$ cat config.mk
export PLATFORM = sky130hd
export DESIGN_NAME = tgr_gearing_router
export DESIGN_NICKNAME = d
export VERILOG_FILES = /design/src/common/tgr_pkg.sv /design/src/tgr_byte_delay.sv /design/src/tgr_gearing_router.sv
export SDC_FILE = /design/constraint.sdc
export NUM_CORES = 1
export LEC_CHECK = 0
export ABC_AREA = 1
export BUFFER_PORTS_ARGS = -buffer_cell sky130_fd_sc_hd__buf_2
export CORE_ASPECT_RATIO = 0.7
export CORE_MARGIN = 2
export CORE_UTILIZATION = 55
export DETAILED_ROUTE_END_ITERATION = 10
export PLACE_DENSITY = 0.77
export SKIP_CTS_REPAIR_TIMING = 1
export SLEW_MARGIN = 20
export SYNTH_ARGS = -nofsm -noshare
export SYNTH_HDL_FRONTEND = slang
export SYNTH_SLANG_ARGS = --single-unit
$ cat constraint.sdc
create_clock -name core_clk -period 2.01 [get_ports core_clk]
set_input_delay 0.3015 -clock core_clk [delete_from_list [all_inputs] [get_ports core_clk]]
set_output_delay 0.3015 -clock core_clk [all_outputs]
set_load 0.005 [all_outputs]
$ cat src/common/tgr_pkg.sv
// Shared constants and types of the teletext gearing router
`default_nettype none

package tgr_pkg;

  // ************************************************************
  // Line format
  // ************************************************************
  // Framing code as held in the shift register, first bit received in bit 0
  localparam logic [7:0] FRAMING_CODE = 8'h27;
  localparam int BYTE_BITS = 8;
  localparam logic [2:0] LAST_BIT = 3'h7;
  localparam logic [5:0] ADDR_BYTE_0 = 6'h00;
  localparam logic [5:0] ADDR_BYTE_1 = 6'h01;
  localparam logic [5:0] FIRST_DATA_BYTE = 6'h02;
  localparam logic [5:0] LAST_DATA_BYTE = 6'h21;

  // ************************************************************
  // Bit positions inside the two address bytes
  // ************************************************************
  localparam logic [2:0] GEAR_POS = 3'h5;
  localparam logic [2:0] ROW0_POS = 3'h7;
  localparam logic [2:0] ROW1_POS = 3'h1;
  localparam logic [2:0] ROW2_POS = 3'h3;
  localparam logic [2:0] ROW3_POS = 3'h5;
  localparam logic [2:0] ROW4_POS = 3'h7;

  // ************************************************************
  // Page RAM routing
  // ************************************************************
  localparam logic [5:0] MAX_WRITES = 6'h20;
  localparam logic [5:0] FILL_COL_BASE = 6'h20;
  localparam logic [4:0] HEADER_ALIAS_ROW = 5'h01;
  localparam logic [4:0] HEADER_ROW = 5'h00;

  // ************************************************************
  // Timing
  // ************************************************************
  localparam real BIT_RATE_MBPS = 5.727272;
  localparam real CLK_MHZ = 20.0;
  // Least core clocks between two data clock edges, rounded down
  localparam int CLKS_PER_BIT = int'($floor(CLK_MHZ / BIT_RATE_MBPS));

  typedef enum logic [1:0] {
    TGR_HUNT = 2'b00,
    TGR_ADDR = 2'b01,
    TGR_DATA = 2'b10,
    TGR_DONE = 2'b11
  } tgr_state_e;

  typedef struct packed {
    tgr_state_e st;
    logic clk_prev;
    logic [7:0] sr;
    logic [2:0] bit_cnt;
    logic [5:0] byte_cnt;
    logic gear;
    logic [4:0] row;
    logic [5:0] wr_cnt;
    logic acq_data;
    logic acq_stb;
    logic ram_we;
    logic [4:0] ram_row;
    logic [5:0] ram_col;
  } tgr_main_s;

  typedef struct packed {
    logic [7:0] stage;
  } tgr_delay_s;

endpackage : tgr_pkg

`default_nettype wire

$ cat src/tgr_byte_delay.sv
// One byte period delay line for the serial teletext stream
`timescale 1ns/10ps
`default_nettype none

module tgr_byte_delay
(
  // Clock and reset
  input wire logic core_clk,
  input wire logic reset,
  // Serial stream
  input wire logic shift_en,
  input wire logic bit_in,
  output logic bit_out
);

  tgr_pkg::tgr_delay_s q_ff;
  tgr_pkg::tgr_delay_s nxt_q;

  always_comb
  begin
    nxt_q = q_ff;
    if (shift_en)
    begin
      nxt_q.stage = {bit_in, q_ff.stage[7:1]};
    end
  end

  always_ff @(posedge core_clk)
  begin
    if (reset)
    begin
      q_ff <= '0;
    end
    else
    begin
      q_ff <= nxt_q;
    end
  end

  // Oldest bit, leaving on the next shift
  assign bit_out = q_ff.stage[0];

endmodule : tgr_byte_delay

`default_nettype wire

$ cat src/tgr_gearing_router.sv
// Gearing, byte delay and page RAM address routing for 525-line teletext
//
// Notes on behaviour
// Accept serial bytes on the data clock
// Pass at most 32 write enables per line
// Gearing one means fill-in, zero left-hand
// Fill-in groups go to last eight columns
// Left-hand bytes go to transmitted row
// Fill-in start row from line row address
// Row address one starts fill-in at zero
// Gearing bit always forwarded as zero
// Two low magazine bits carry the magazine
// Stream delayed one byte before forwarding
// Gearing flag held per line, cleared between
// Fill-in row advances every eight bytes
// Left-hand addresses pass through unchanged
// Count bytes only after framing code found
// Fill-in confined to four consecutive rows
`timescale 1ns/10ps
`default_nettype none

module tgr_gearing_router
(
  // Clock and reset
  input wire logic core_clk,
  input wire logic reset,
  // From the video input processor
  input wire logic data_clk,
  input wire logic data_bit,
  input wire logic line_start,
  // To the acquisition chip
  output logic acq_data,
  output logic acq_bit_stb,
  // From the acquisition chip, write side
  input wire logic char_write_ok,
  input wire logic [4:0] acq_row,
  input wire logic [5:0] acq_col,
  // To the page RAM
  output logic ram_we,
  output logic [4:0] ram_row,
  output logic [5:0] ram_col,
  // Line status
  output logic gear_flag
);

  // ************************************************************
  // Helpers
  // ************************************************************
  function automatic logic at_pos(
    input tgr_pkg::tgr_main_s q,
    input tgr_pkg::tgr_state_e st,
    input logic [5:0] byte_idx,
    input logic [2:0] bit_idx
  );
    at_pos = (q.st == st) && (q.byte_cnt == byte_idx) && (q.bit_cnt == bit_idx);
  endfunction : at_pos

  // Row zero is the header, so a start on row one is moved to zero
  function automatic logic [4:0] fill_start(input logic [4:0] row);
    fill_start = (row == tgr_pkg::HEADER_ALIAS_ROW) ? tgr_pkg::HEADER_ROW : row;
  endfunction : fill_start

  // ************************************************************
  // State
  // ************************************************************
  tgr_pkg::tgr_main_s q_ff;
  tgr_pkg::tgr_main_s nxt_q;
  logic bit_stb;
  logic shift_ok;
  logic delayed_bit;
  logic [4:0] start_row;

  assign bit_stb = data_clk & ~q_ff.clk_prev;
  // A bit refused by line start must not slip the delay against the strobes
  assign shift_ok = bit_stb & ~line_start;
  assign start_row = fill_start(q_ff.row);

  tgr_byte_delay tgr_byte_delay_inst
  (
    .core_clk(core_clk),
    .reset(reset),
    .shift_en(shift_ok),
    .bit_in(data_bit),
    .bit_out(delayed_bit)
  );

  // ************************************************************
  // Next state
  // ************************************************************
  always_comb
  begin
    nxt_q = q_ff;
    nxt_q.clk_prev = data_clk;
    nxt_q.acq_stb = 1'b0;
    nxt_q.ram_we = 1'b0;
    if (line_start)
    begin
      // New line restarts framing search and drops last line's gearing
      nxt_q.st = tgr_pkg::TGR_HUNT;
      nxt_q.bit_cnt = '0;
      nxt_q.byte_cnt = '0;
      nxt_q.gear = 1'b0;
      nxt_q.row = '0;
      nxt_q.wr_cnt = '0;
    end
    else
    begin
      if (bit_stb)
      begin
        nxt_q.sr = {data_bit, q_ff.sr[7:1]};
        nxt_q.acq_stb = 1'b1;
        // Byte now leaving the delay is the first address byte
        if (at_pos(q_ff, tgr_pkg::TGR_ADDR, tgr_pkg::ADDR_BYTE_1, tgr_pkg::GEAR_POS))
        begin
          // Magazine is left on the two low bits only
          nxt_q.acq_data = 1'b0;
        end
        else
        begin
          nxt_q.acq_data = delayed_bit;
        end
        unique case (q_ff.st)
          tgr_pkg::TGR_HUNT:
          begin
            if ({data_bit, q_ff.sr[7:1]} == tgr_pkg::FRAMING_CODE)
            begin
              nxt_q.st = tgr_pkg::TGR_ADDR;
              nxt_q.bit_cnt = '0;
              nxt_q.byte_cnt = tgr_pkg::ADDR_BYTE_0;
            end
          end
          tgr_pkg::TGR_ADDR:
          begin
            if (at_pos(q_ff, tgr_pkg::TGR_ADDR, tgr_pkg::ADDR_BYTE_0, tgr_pkg::GEAR_POS))
            begin
              nxt_q.gear = q_ff.gear | data_bit;
            end
            if (at_pos(q_ff, tgr_pkg::TGR_ADDR, tgr_pkg::ADDR_BYTE_0, tgr_pkg::ROW0_POS))
            begin
              nxt_q.row[0] = data_bit;
            end
            if (q_ff.byte_cnt == tgr_pkg::ADDR_BYTE_1)
            begin
              unique case (q_ff.bit_cnt)
                tgr_pkg::ROW1_POS: nxt_q.row[1] = data_bit;
                tgr_pkg::ROW2_POS: nxt_q.row[2] = data_bit;
                tgr_pkg::ROW3_POS: nxt_q.row[3] = data_bit;
                tgr_pkg::ROW4_POS: nxt_q.row[4] = data_bit;
                default: nxt_q.row = q_ff.row;
              endcase
            end
            nxt_q.bit_cnt = q_ff.bit_cnt + 3'h1;
            if (q_ff.bit_cnt == tgr_pkg::LAST_BIT)
            begin
              nxt_q.byte_cnt = q_ff.byte_cnt + 6'h01;
              if (q_ff.byte_cnt == tgr_pkg::ADDR_BYTE_1)
              begin
                nxt_q.st = tgr_pkg::TGR_DATA;
              end
            end
          end
          tgr_pkg::TGR_DATA:
          begin
            nxt_q.bit_cnt = q_ff.bit_cnt + 3'h1;
            if (q_ff.bit_cnt == tgr_pkg::LAST_BIT)
            begin
              nxt_q.byte_cnt = q_ff.byte_cnt + 6'h01;
              if (q_ff.byte_cnt == tgr_pkg::LAST_DATA_BYTE)
              begin
                nxt_q.st = tgr_pkg::TGR_DONE;
              end
            end
          end
          tgr_pkg::TGR_DONE:
          begin
            nxt_q.st = tgr_pkg::TGR_DONE;
          end
        endcase
      end
      // Write enables beyond the line's quota never reach the RAM
      if (char_write_ok && (q_ff.wr_cnt < tgr_pkg::MAX_WRITES))
      begin
        nxt_q.ram_we = 1'b1;
        nxt_q.wr_cnt = q_ff.wr_cnt + 6'h01;
        if (q_ff.gear)
        begin
          // Group index is wr_cnt[4:3], so at most four rows are touched
          nxt_q.ram_row = start_row + {3'h0, q_ff.wr_cnt[4:3]};
          nxt_q.ram_col = tgr_pkg::FILL_COL_BASE + {3'h0, q_ff.wr_cnt[2:0]};
        end
        else
        begin
          nxt_q.ram_row = acq_row;
          nxt_q.ram_col = acq_col;
        end
      end
    end
  end

  // ************************************************************
  // Registers
  // ************************************************************
  always_ff @(posedge core_clk)
  begin
    if (reset)
    begin
      q_ff <= '0;
    end
    else
    begin
      q_ff <= nxt_q;
    end
  end

  assign acq_data = q_ff.acq_data;
  assign acq_bit_stb = q_ff.acq_stb;
  assign ram_we = q_ff.ram_we;
  assign ram_row = q_ff.ram_row;
  assign ram_col = q_ff.ram_col;
  assign gear_flag = q_ff.gear;

endmodule : tgr_gearing_router

`default_nettype wire

## Yosys cells after proc, flatten, opt, wreduce, memory -nomap -nowiden

Cells that the tools add are included.

| operators by class | value |
|---|---|
| multiplexer cells | 17 |
| order comparisons | 1 |
| add/subtract/negate cells | 5 |
| equality and inequality tests | 18 |
| bitwise gates (word level) | 5 |
| reductions and logical operators | 23 |

Operator list:

| cell | number |
|---|---|
| AND reduction 4 bit | 5 |
| case mux 9 bit (2 select lines) | 1 |
| adder 6 x 1 -> 6 bit (second input constant) | 2 |
| two-way mux 12 bit | 1 |
| two-way mux 11 bit | 1 |
| two-way mux 2 bit | 5 |
| two-way mux 9 bit | 1 |
| AND reduction 3 bit | 3 |
| == test 8 x 6 -> 1 bit (second input constant) | 1 |
| != test 2 bit (second input constant) | 4 |
| case mux 2 bit (4 select lines) | 1 |
| adder 6 x 3 -> 6 bit (first input constant) | 1 |
| == test 3 bit (second input constant) | 2 |
| == test 6 x 1 -> 1 bit (second input constant) | 1 |
| == test 6 bit (second input constant) | 1 |
| logical AND 1 bit | 6 |
| zero test 6 bit | 1 |
| less-than comparator 6 bit (second input constant) | 1 |
| two-way mux 6 bit | 1 |
| != test 2 x 1 -> 1 bit (second input constant) | 3 |
| AND reduction 6 bit | 1 |
| adder 5 x 2 -> 5 bit | 1 |
| == test 5 x 1 -> 1 bit (second input constant) | 1 |
| two-way mux 1 bit | 5 |
| other kinds (14) | 19 |

| storage, ports and cells | value |
|---|---|
| logic and storage cells | 87 |
| output and inout port bits | 15 |
| register bits | 54 |
| bits of input ports | 17 |

## Longest topological paths before layout

Gate-level depths: netlist of the first run.

| logic depth | value |
|---|---|
| word-level depth | 6 |
| depth in mapped cells | 10 |
| mapped depth without buffers | 10 |

## Cells and area by module

From an unflattened synthesis of the first run, not the netlist that was laid out.

| unflattened totals | value |
|---|---|
| cell total of the unflattened synthesis | 379 |
| area total of the unflattened synthesis | 2737.6 um^2 |

By module, submodules not included:

| module | cells an instance | area an instance (um^2) | instances |
|---|---|---|---|
| tgr_gearing_router | 328 | 2389.8 | 1 |
| tgr_byte_delay | 51 | 347.8 | 1 |

## Worst setup path before layout of the first run

OpenSTA, ideal clock, no wires.

| timing path | value |
|---|---|
| path type | reg2reg |
| start | reg q_ff[22] in the netlist's numbering |
| end | reg q_ff (netlist bit ram_row[4]) |
| library setup time | 70 ps |
| data arrival time | 1721 ps |
| period minus slack after synthesis | 1790 ps |
| cell stages (with the launch flop) | 8 |
| path slack | 220 ps |
| cell sequence | dfxtp_1 -> o41a_1 -> ha_1 -> fa_1 -> nand3_1 -> xor2_1 -> o21ai_0 -> a21oi_1 |

| between the ends | value |
|---|---|
| word-level cells in the longest chain between the ends | 4 |

Ends and longest elaborated chain:

| what | RTL line | text |
|---|---|---|
| start: declaration | tgr_gearing_router.sv:66 | `tgr_pkg::tgr_main_s q_ff;` |
| start signal: assignment | tgr_gearing_router.sv:211 | `q_ff <= nxt_q;` |
| == test 5 x 1 -> 1 bit | tgr_gearing_router.sv:60 | `fill_start = (row == tgr_pkg::HEADER_ALIAS_ROW) ? tgr_pkg::HEADER_ROW : row;` |
| two-way mux 5 bit (*) | tgr_gearing_router.sv:60 |  |
| adder 5 x 2 -> 5 bit (*) | tgr_gearing_router.sv:188 | `nxt_q.ram_row = start_row + {3'h0, q_ff.wr_cnt[4:3]};` |
| two-way mux 11 bit (*) | tgr_gearing_router.sv:185 | `if (q_ff.gear)` |

Mark *: on every way between the ends. The rest lies on a longest branch, timed or not.
A chain may end at the register's enable or synchronous reset.

## Worst setup path after layout of the first run

Ends and elaborated chain as after synthesis.

==> qor.yml, run 1 <==
crit_fanout: 6
fin_nets: 385
grt_max_degree: 17
rsz0062_at_grt: "no"
ios: 32
hold_class: "primary input to flip-flop"
ir_drop_mv: 0.5364
path_cells: "o41a_1 > ha_1 > fa_2 > nand3_1 > xor2_1 > o21ai_0 > a21oi_1"
finalWorstSetupSlack_ns: 0.1279
power.density_nw_per_um2: 616.7
finalCoreUtilization_pct: 61.77
max_stage_delay_ns: 0.41
first_pass_iters: 4
n_antenna_cell: 0
leakage_uw: 0.001105
cts_root_buf: "clkbuf_8"
fmax_ghz: 0.5313
endpoint_kind: "flip-flop"
ys_seq_area_share_pct: 37.70
syn_area_um2: 2442
viasPerCell: 5.049
clockBufferDepth: 2
die_x_um: 83.65
cp.arrival_ns: 2.11
track_usage_pct: 21.34
skew_ns: 0.009199
grt_first_pass_wirelength_um: 8500
worstPathRequired_ns: 2.24
slew_headroom_pct: 65.19
rrSetupSlack_ns: 0.13
status: "complete, no violations"
cts_tree: "built"
startpoint_type: "flip-flop"
syn2layout_area_growth_pct: 8.863
synth_flop_cell: "dfxtp_1"
synth_warnings: 0
antenna_found_initial: 0
timing.rr.end: "ram_row[4]$_SDFFE_PP0P_"
synthesis.nets: 363
fin_crit_sh_pct: 93.63
crit_slowest_cell: "o41a_1"
core-area_um2: 4304
drt_iter0_drc: 109
clkSinkCount: 46
worstSetupPathType: "flip-flop to flip-flop"
port_buffers: 31
dp_slack_ns: 0.07793
critPathLaunch: "q_ff[22]$_SDFFE_PP0P_"
ant_nets: 0
async_flop_share_pct: 0
finalSetupTns_ns: 0
reg2reg_depth: 7
synth_edf_count: 0
die_area_um2: 4998
gp_congestion: 0.8662
fin_crit_ns: 1.882
timing.rr.start: "q_ff[22]$_SDFFE_PP0P_"
crit_end: "ram_row[4]$_SDFFE_PP0P_"
cts.clk_slew.worst_paths_ns: 0.09
syn_area_per_cell_um2: 7.379
vias: 2065
numCtsBuffers: 5
max_cap_violations: 0
wire_per_inst_um: 12.34
hold_viol: 0
slew_viol_final: 0
grt_overflow_total: 0
start_util_pct: 56.74
dp_hpwl_um: 3813
clk-insertion-delay-late_ns: 0.30
ys_types: 31
drive_gt1_share_pct: 20.34
num_rows: 20
drc: 0
ys_ff_latch: 46
tightest_slew_ns: 0.5216
htree_levels: 2
setup_viol: 0
wirelength_um: 5046
synthCells: 331
grt_pass1_vias: 1812
hold_depth: 3
die_h_um: 59.76
## synth_stat cells (2+ instances only)
library cell	number	area (um^2)
dfxtp_1	46	920.9
nor2_2	7	43.79
inv_2	9	33.78
buf_2	6	30.03
nor2_1	30	112.6
nand4_1	6	37.54
a21oi_1	34	170.2
nor2_4	3	33.78
a21oi_2	2	17.52
o21ai_1	9	45.04
buf_4	11	82.58
ha_1	14	175.2
nand2_4	3	33.78
xor2_1	4	35.03
o21ai_0	13	65.06
nand2_1	68	255.2
nand2_2	3	18.77
inv_1	30	112.6
nand3_1	16	80.08
nor3_1	2	10.01
a31oi_1	5	31.28
## flip-flops by register name, indices dropped and copies added (netlist names)
name / cells
q_ff: 23
acq_data: 1
gear_flag: 1
ram_we: 1
acq_bit_stb: 1
tgr_byte_delay_inst.q_ff: 8
ram_col: 6
ram_row: 5
## cell families (layout without fill, tap and decap cells)
kind of cell             Yosys count  after routing  share of synthesized area, %
buffers and inverters             58             81                         10.91
AND/OR/NAND/NOR                  141            141                         27.10
flip-flops                        46             46                         37.70
XOR/XNOR                           5              5                         1.793
AO/OA/AOI/OAI                     66             66                         14.50
adder cells (fa/ha/maj)           15             15                         7.992
## per-stage QoR
| stage | total power (uW) | instances | instance area, um^2 | hold WS (ns) |
|---|---|---|---|---|
| floorplan | 1062 | 331 | 2442 | 0.4387 |
| global placement | 1092 | 401 | 2565 | 0.4461 |
| detailed placement | 1096 | 401 | 2565 | 0.4559 |
| CTS | 1652 | 409 | 2655 | 0.2528 |
| global route | 1720 | 409 | 2659 | 0.2531 |
| finish | 1640 | 409 | 2659 | 0.2510 |
## worst min-delay path by stage
stage                                         end  slack (ns)                                     start
after floorplan             acq_data$_SDFFE_PP0P_        0.44  tgr_byte_delay_inst.q_ff[0]$_SDFFE_PP0P_
after global placement      q_ff[19]$_SDFFE_PP0P_        0.45                     q_ff[19]$_SDFFE_PP0P_
after detailed placement    acq_data$_SDFFE_PP0P_        0.46  tgr_byte_delay_inst.q_ff[0]$_SDFFE_PP0P_
after CTS                     q_ff[43]$_SDFF_PP0_        0.25                                  data_clk
after global routing      ram_col[0]$_SDFFE_PP0P_        0.25                                acq_col[0]
final                         q_ff[43]$_SDFF_PP0_        0.25                                  data_clk
## cell type report
class / count / area [um^2]
clock buffers: 5 / 68.82
clock inverters: 3 / 21.27
fillers: 419 / 1645
inverters: 40 / 150.1
multi-input cells: 227 / 1257
flip-flops and latches: 46 / 922.1
well taps: 55 / 68.82
repair buffers: 33 / 170.2
## metal layers
layer  wire [um]  vias up  GRT usage [%]
li1            -     1103              -
met1        2653      911          31.01
met2        2074       49          32.80
met3         293        2          4.420
met4          25        0          5.069
met5           0        -              0
## power by group
part           leakage, uW  internal, uW  total (uW)  switching (uW)
clock network    0.0000441           245         565             321
registers         0.000375           936         950            14.0
logic             0.000686          47.2         125            77.4
total              0.00110          1230        1640             412
## critical path: cells and delay by family, from the launching register on
family	cells	cell delay [ns]
AOI/OAI and AO/OA	3	0.64
DFF	1	0.35
xor gates and xnor gates	1	0.14
and+or+nand+nor	1	0.11
adders and majority gates	2	0.58
## placed cells by master (no fill, tap or decap), types with 2 or more instances in the layout
cell type  netlist  final
nor2_4           3      3
buf_4           11      2
clkbuf_8         0      5
a21oi_1         34     34
a21oi_2          2      2
nand2_1         68     68
nand4_1          6      6
nand2_4          3      3
inv_1           30     30
dfxtp_1         46     45
o21ai_1          9      9
nand3_1         16     16
ha_1            14     14
nor3_1           2      2
inv_2            9      9
nor2_2           7      7
xor2_1           4      4
o21ai_0         13     13
nand2_2          3      3
buf_2            6     31
a31oi_1          5      5
nor2_1          30     30
Note: power is estimated with default switching activity, not from simulation.
==> inputs of run 2 (changes only) <==
CORE_MARGIN = 4   (was 2)
PLACE_DENSITY = 0.76   (was 0.77)
SYNTH_HIERARCHICAL = 1   (was unset)
==> qor.yml, run 2 <==
status: "complete, no violations"  # unchanged
crit_fanout: 4  # was 6
grt_pass1_vias: 2052  # was 1812
cp.arrival_ns: 2.10  # was 2.11 ns
n_antenna_cell: 0  # unchanged
finalSetupTns_ns: 0  # unchanged
synth_flop_cell: "dfxtp_1"  # unchanged
ys_types: 33  # was 31
synth_most_common_cell: "nand2_1"  # unchanged
synth_warnings: 6  # was 0
num_rows: 21  # was 20
reg2reg_depth: 7  # unchanged
rsz0062_at_grt: "no"  # unchanged
die_x_um: 92.33  # was 83.65 um
grt_max_degree: 18  # was 17
vias: 2314  # was 2065
worstPathRequired_ns: 2.21  # was 2.24 ns
synth_commonest_cells: "nand2_1, dfxtp_1, nor2_1"  # was nand2_1, dfxtp_1, a21oi_1
first_pass_iters: 4  # unchanged
register_area_um2: 1061  # was 922.1 um^2
core-area_um2: 4808  # was 4304 um^2
tightest_slew_ns: 0.5817  # was 0.5216 ns
hold_class: "primary input to flip-flop"  # unchanged
die_h_um: 67.03  # was 59.76 um
start_util_pct: 56.93  # was 56.74%
power.density_nw_per_um2: 635.5  # was 616.7 nW/um^2
worstSetupPathType: "flip-flop to flip-flop"  # unchanged
p_comb_share_pct: 8.4  # was 7.6%
clockBufferDepth: 2  # unchanged
async_flop_share_pct: 0  # unchanged
grt_overflow_total: 0  # unchanged
whs_ns: 0.2148  # was 0.2510 ns
slew_headroom_pct: 61.18  # was 65.19%
synth_top_cells_by_area: "dfxtp_1, nand2_1, nor2_1, ha_1, a21oi_1"  # was dfxtp_1, nand2_1, ha_1, a21oi_1, inv_1
fmax_ghz: 0.5262  # was 0.5313 GHz
fin_nets: 432  # was 385
viasPerCell: 4.934  # was 5.049
setup_viol: 0  # unchanged
clk-insertion-delay-late_ns: 0.31  # was 0.30 ns
hold_viol: 0  # unchanged
clkSinkCount: 53  # was 46
regMostFlops: "q_ff"  # unchanged
numCtsBuffers: 5  # unchanged
track_usage_pct: 18.28  # was 21.34%
cts.clk_slew.worst_paths_ns: 0.10  # was 0.09 ns
slew_viol_final: 0  # unchanged
largest_register_ffs: 30  # was 23
ant_nets: 0  # unchanged
final_common_cell: "nand2_1"  # unchanged
finalWorstSetupSlack_ns: 0.1096  # was 0.1279 ns
fin_crit_sh_pct: 94.55  # was 93.63%
fin_crit_ns: 1.900  # was 1.882 ns
filler_cell_count: 480  # was 419
internal_power_uw: 1420  # was 1228 uW
syn_area_per_cell_um2: 7.223  # was 7.379 um^2
cts_root_buf: "clkbuf_8"  # unchanged
synthCells: 379  # was 331
gp_congestion: 0.8326  # was 0.8662
htree_levels: 2  # unchanged
antenna_found_initial: 0  # unchanged
yosysTopAreaCell: "dfxtp_1"  # unchanged
p_sw_share_pct: 24.26  # was 25.13%
hold_depth: 3  # unchanged
multiInputGateArea_um2: 1345  # was 1257 um^2
wirelength_um: 5333  # was 5046 um
wire_per_inst_um: 11.37  # was 12.34 um
ir_drop_mv: 0.3014  # was 0.5364 mV
switchingPower_uw: 454.6  # was 412.1 uW
dp_slack_ns: 0.06509  # was 0.07793 ns
grt_first_pass_wirelength_um: 9087  # was 8500 um
port_buffers: 31  # unchanged
p_seq_share_pct: 58.9  # was 57.9%
drc: 0  # unchanged
syn2layout_area_growth_pct: 7.724  # was 8.863%
pwr-share-clk_pct: 32.8  # was 34.5%
endpoint_kind: "flip-flop"  # unchanged
drive_gt1_share_pct: 17.75  # was 20.34%
cts_tree: "built"  # unchanged
die_area_um2: 6188  # was 4998 um^2
max_cap_violations: 0  # unchanged
ios: 32  # unchanged
ys_ff_latch: 53  # was 46
syn_area_um2: 2738  # was 2442 um^2
startpoint_type: "flip-flop"  # unchanged
final_cell_mix: "nand2_1, nor2_1, dfxtp_1"  # was nand2_1, dfxtp_1, a21oi_1
synth_edf_count: 0  # unchanged
skew_ns: 0.01165  # was 0.009199 ns
synthesis.nets: 411  # was 363
ys_seq_area_share_pct: 38.76  # was 37.70%
drt_iter0_drc: 164  # was 109
leakage_uw: 0.001239  # was 0.001105 uW
dp_hpwl_um: 3994  # was 3813 um
synth_top_area_share_pct: 38.76  # was 37.70%
==> run 2: cells by family (layout without fill, tap and decap cells) <==
kind of cell / after synthesis / after routing / synth area share [%]
AND/OR/NAND/NOR: 172 / 172 / 27.88
buffers and inverters: 69 / 90 / 12.20
AO/OA/AOI/OAI: 67 / 67 / 13.07
flip-flops: 53 / 53 / 38.76
adder cells (fa/ha/maj): 15 / 15 / 7.130
XOR/XNOR: 3 / 3 / 0.9600
==> run 2: per-stage QoR <==
step / util (%) / instance area [um^2] / power, uW / instances
CTS: 61.28 / 2947 / 1894 / 469
detailed placement: 59.41 / 2856 / 1285 / 462
global placement: 59.41 / 2856 / 1280 / 462
floorplan: - / 2738 / 1249 / 379
global route: 61.33 / 2949 / 1952 / 469
finish: 61.33 / 2949 / 1874 / 469
==> run 2: layout make-up <==
class	instances	share of cell area [%]
Timing Repair Buffer	35	6.279
Sequential cell	53	35.98
Inverter	48	6.152
Tap cell	69	2.927
Multi-Input combinational cell	257	45.61
Clock inverter	1	0.2546
Clock buffer	6	2.800
==> run 2: power groups by stage <==
stage	sequential [uW]	clock (uW)	combinational (uW)
global route	1110	665	179
finish	1100	614	157
detailed placement	1130	0	157
CTS	1100	633	158
floorplan	1120	0	124
global placement	1130	0	154
==> run 2: routing by layer <==
layer  wire (um)  GRT usage [%]
met2        2237          28.82
met4          39          5.000
met3         220          4.063
met5           0              0
met1        2836          25.22
==> run 2: final timing paths <==
kind | slack [ns] | endpoint | start
hold / removal | 0.21 | q_ff[43]$_SDFF_PP0_ | data_clk
hold reg to reg | 0.46 | ram_col[4]$_SDFFE_PP0P_ | ram_col[4]$_SDFFE_PP0P_
setup / recovery | 0.11 | ram_row[4]$_SDFFE_PP0P_ | q_ff[21]$_SDFFE_PP0P_
setup reg to reg | 0.11 | ram_row[4]$_SDFFE_PP0P_ | q_ff[21]$_SDFFE_PP0P_
==> run 2: worst max-delay path, stage by stage (launching register included) <==
cell     delay (ns)
dfxtp_1        0.36
o41a_1         0.44
ha_1           0.22
fa_2           0.36
nand3_1        0.10
xnor2_1        0.06
o21ai_0        0.16
a21oi_1        0.08
==> inputs of run 3 (changes only) <==
CORE_MARGIN = 10   (was 4)
clock period = 2.3 ns   (was 2.01 ns; I/O delays follow)
==> qor.yml, run 3 (synthesis gave the netlist of run 2 again) <==
clkSinkCount: 53  # unchanged
clk-insertion-delay-late_ns: 0.31  # about the same
max_cap_violations: 0  # unchanged
multiInputGateArea_um2: 1343  # was 1345 um^2
first_pass_iters: 4  # unchanged
power.density_nw_per_um2: 589.3  # was 635.5 nW/um^2
core-area_um2: 4808  # unchanged
endpoint_kind: "flip-flop"  # unchanged
crit_fanout: 4  # unchanged
grt_max_degree: 16  # was 18
dp_hpwl_um: 4098  # was 3994 um
drive_gt1_share_pct: 17.46  # was 17.75%
fin_crit_sh_pct: 84.66  # was 94.55%
regMostFlops: "q_ff"  # unchanged
register_area_um2: 1061  # unchanged
port_buffers: 31  # unchanged
start_util_pct: 56.93  # unchanged
grt_pass1_vias: 2097  # was 2052
ios: 32  # unchanged
fmax_ghz: 0.5135  # was 0.5262 GHz
place_area_um2: 2856  # unchanged
drt_iter0_drc: 106  # was 164
dp.cells: 462  # unchanged
finalSetupTns_ns: 0  # unchanged
gp_congestion: 0.8586  # was 0.8326
hold_class: "primary input to flip-flop"  # unchanged
hold_viol: 0  # unchanged
vias: 2298  # was 2314
die_area_um2: 8244  # was 6188 um^2
status: "complete, no violations"  # unchanged
n_antenna_cell: 0  # unchanged
clockBufferDepth: 2  # unchanged
wire_per_inst_um: 11.64  # was 11.37 um
cp.arrival_ns: 2.15  # was 2.10 ns
fin_crit_ns: 1.947  # was 1.900 ns
cts_tree: "built"  # unchanged
startpoint_type: "flip-flop"  # unchanged
wirelength_um: 5469  # was 5333 um
largest_register_ffs: 30  # unchanged
final_cell_mix: "nand2_1, nor2_1, dfxtp_1"  # unchanged
final_common_cell: "nand2_1"  # unchanged
numCtsBuffers: 5  # unchanged
syn2layout_area_growth_pct: 8.592  # was 7.724%
fin_nets: 432  # unchanged
ir_drop_mv: 0.3673  # was 0.3014 mV
die_h_um: 79.03  # was 67.03 um
die_x_um: 104.3  # was 92.33 um
skew_ns: 0.008034  # was 0.01165 ns
filler_cell_count: 455  # was 480
finalInstanceArea_um2: 2973  # was 2949 um^2
num_rows: 21  # unchanged
leakage_uw: 0.001256  # was 0.001239 uW
cts.clk_slew.worst_paths_ns: 0.10  # about the same
track_usage_pct: 13.26  # was 18.28%
worstSetupPathType: "flip-flop to flip-flop"  # unchanged
drc: 0  # unchanged
tightest_slew_ns: 0.4143  # was 0.5817 ns
rsz0062_at_grt: "no"  # unchanged
setup_viol: 0  # unchanged
final_cells: 470  # was 469
antenna_found_initial: 0  # unchanged
cts_root_buf: "clkbuf_8"  # unchanged
slew_viol_final: 0  # unchanged
grt_overflow_total: 0  # unchanged
grt_first_pass_wirelength_um: 9335  # was 9087 um
slew_headroom_pct: 72.35  # was 61.18%
htree_levels: 2  # unchanged
worstPathRequired_ns: 2.50  # was 2.21 ns
viasPerCell: 4.889  # was 4.934
ant_nets: 0  # unchanged
run 3: changes by cell type in the layout (fill, tap and decap cells not counted):
| cell | previous run | this run |
|---|---|---|
| bufinv_16 | 0 | 1 |
| clkbuf_1 | 0 | 1 |
| clkinvlp_4 | 1 | 0 |
| fa_1 | 0 | 1 |
| fa_2 | 1 | 0 |
run 3: where the power goes:
group,internal (uW),switching (uW)
logic,54.0,84.6
clock network,355,294
registers,949,15.4
run 3: worst max-delay path, cell delays in order, from the launching register on:
cell and delay, ns:
dfxtp_1 0.36, o41a_1 0.45, ha_1 0.23, fa_1 0.40
nand3_1 0.12, xnor2_1 0.06, o21ai_0 0.14, a21oi_1 0.08
run 3: routing by layer:
metal | wire length, um | vias up | global-route usage [%]
met5 | 0 | - | 0
met4 | 35 | 0 | 4.155
met2 | 2333 | 46 | 20.89
met3 | 313 | 5 | 3.871
li1 | - | 1234 | -
met1 | 2787 | 1013 | 17.18
run 3: path summary, 6_finish.rpt:
path                                              start                       to  slack [ns]  cells past startpoint
worst max-delay path              q_ff[21]$_SDFFE_PP0P_  ram_row[4]$_SDFFE_PP0P_        0.35                      7
worst min-delay path                           data_clk      q_ff[43]$_SDFF_PP0_        0.26                      3
worst max register to register    q_ff[21]$_SDFFE_PP0P_  ram_row[4]$_SDFFE_PP0P_        0.35                      7
worst min register to register  ram_row[3]$_SDFFE_PP0P_  ram_row[3]$_SDFFE_PP0P_        0.47                      2
run 3: area by class of cell:
cell class,instances,share of cell area (%)
Timing Repair Buffer,35,6.229
Multi-Input combinational cell,257,45.16
Inverter,48,6.103
Clock buffer,7,2.904
Sequential cell,53,35.69
Clock inverter,1,1.010
Tap cell,69,2.904
run 3: stage by stage:
step                hold WS [ns]  util [%]  power [uW]  setup WS [ns]
global placement          0.4490     59.41        1121         0.4380
finish                    0.2622     61.83        1752         0.3528
CTS                       0.2553     61.83        1764         0.3490
floorplan                 0.4371         -        1091         0.4954
detailed placement        0.4535     59.41        1124         0.3808
global route              0.2611     61.83        1823         0.2455
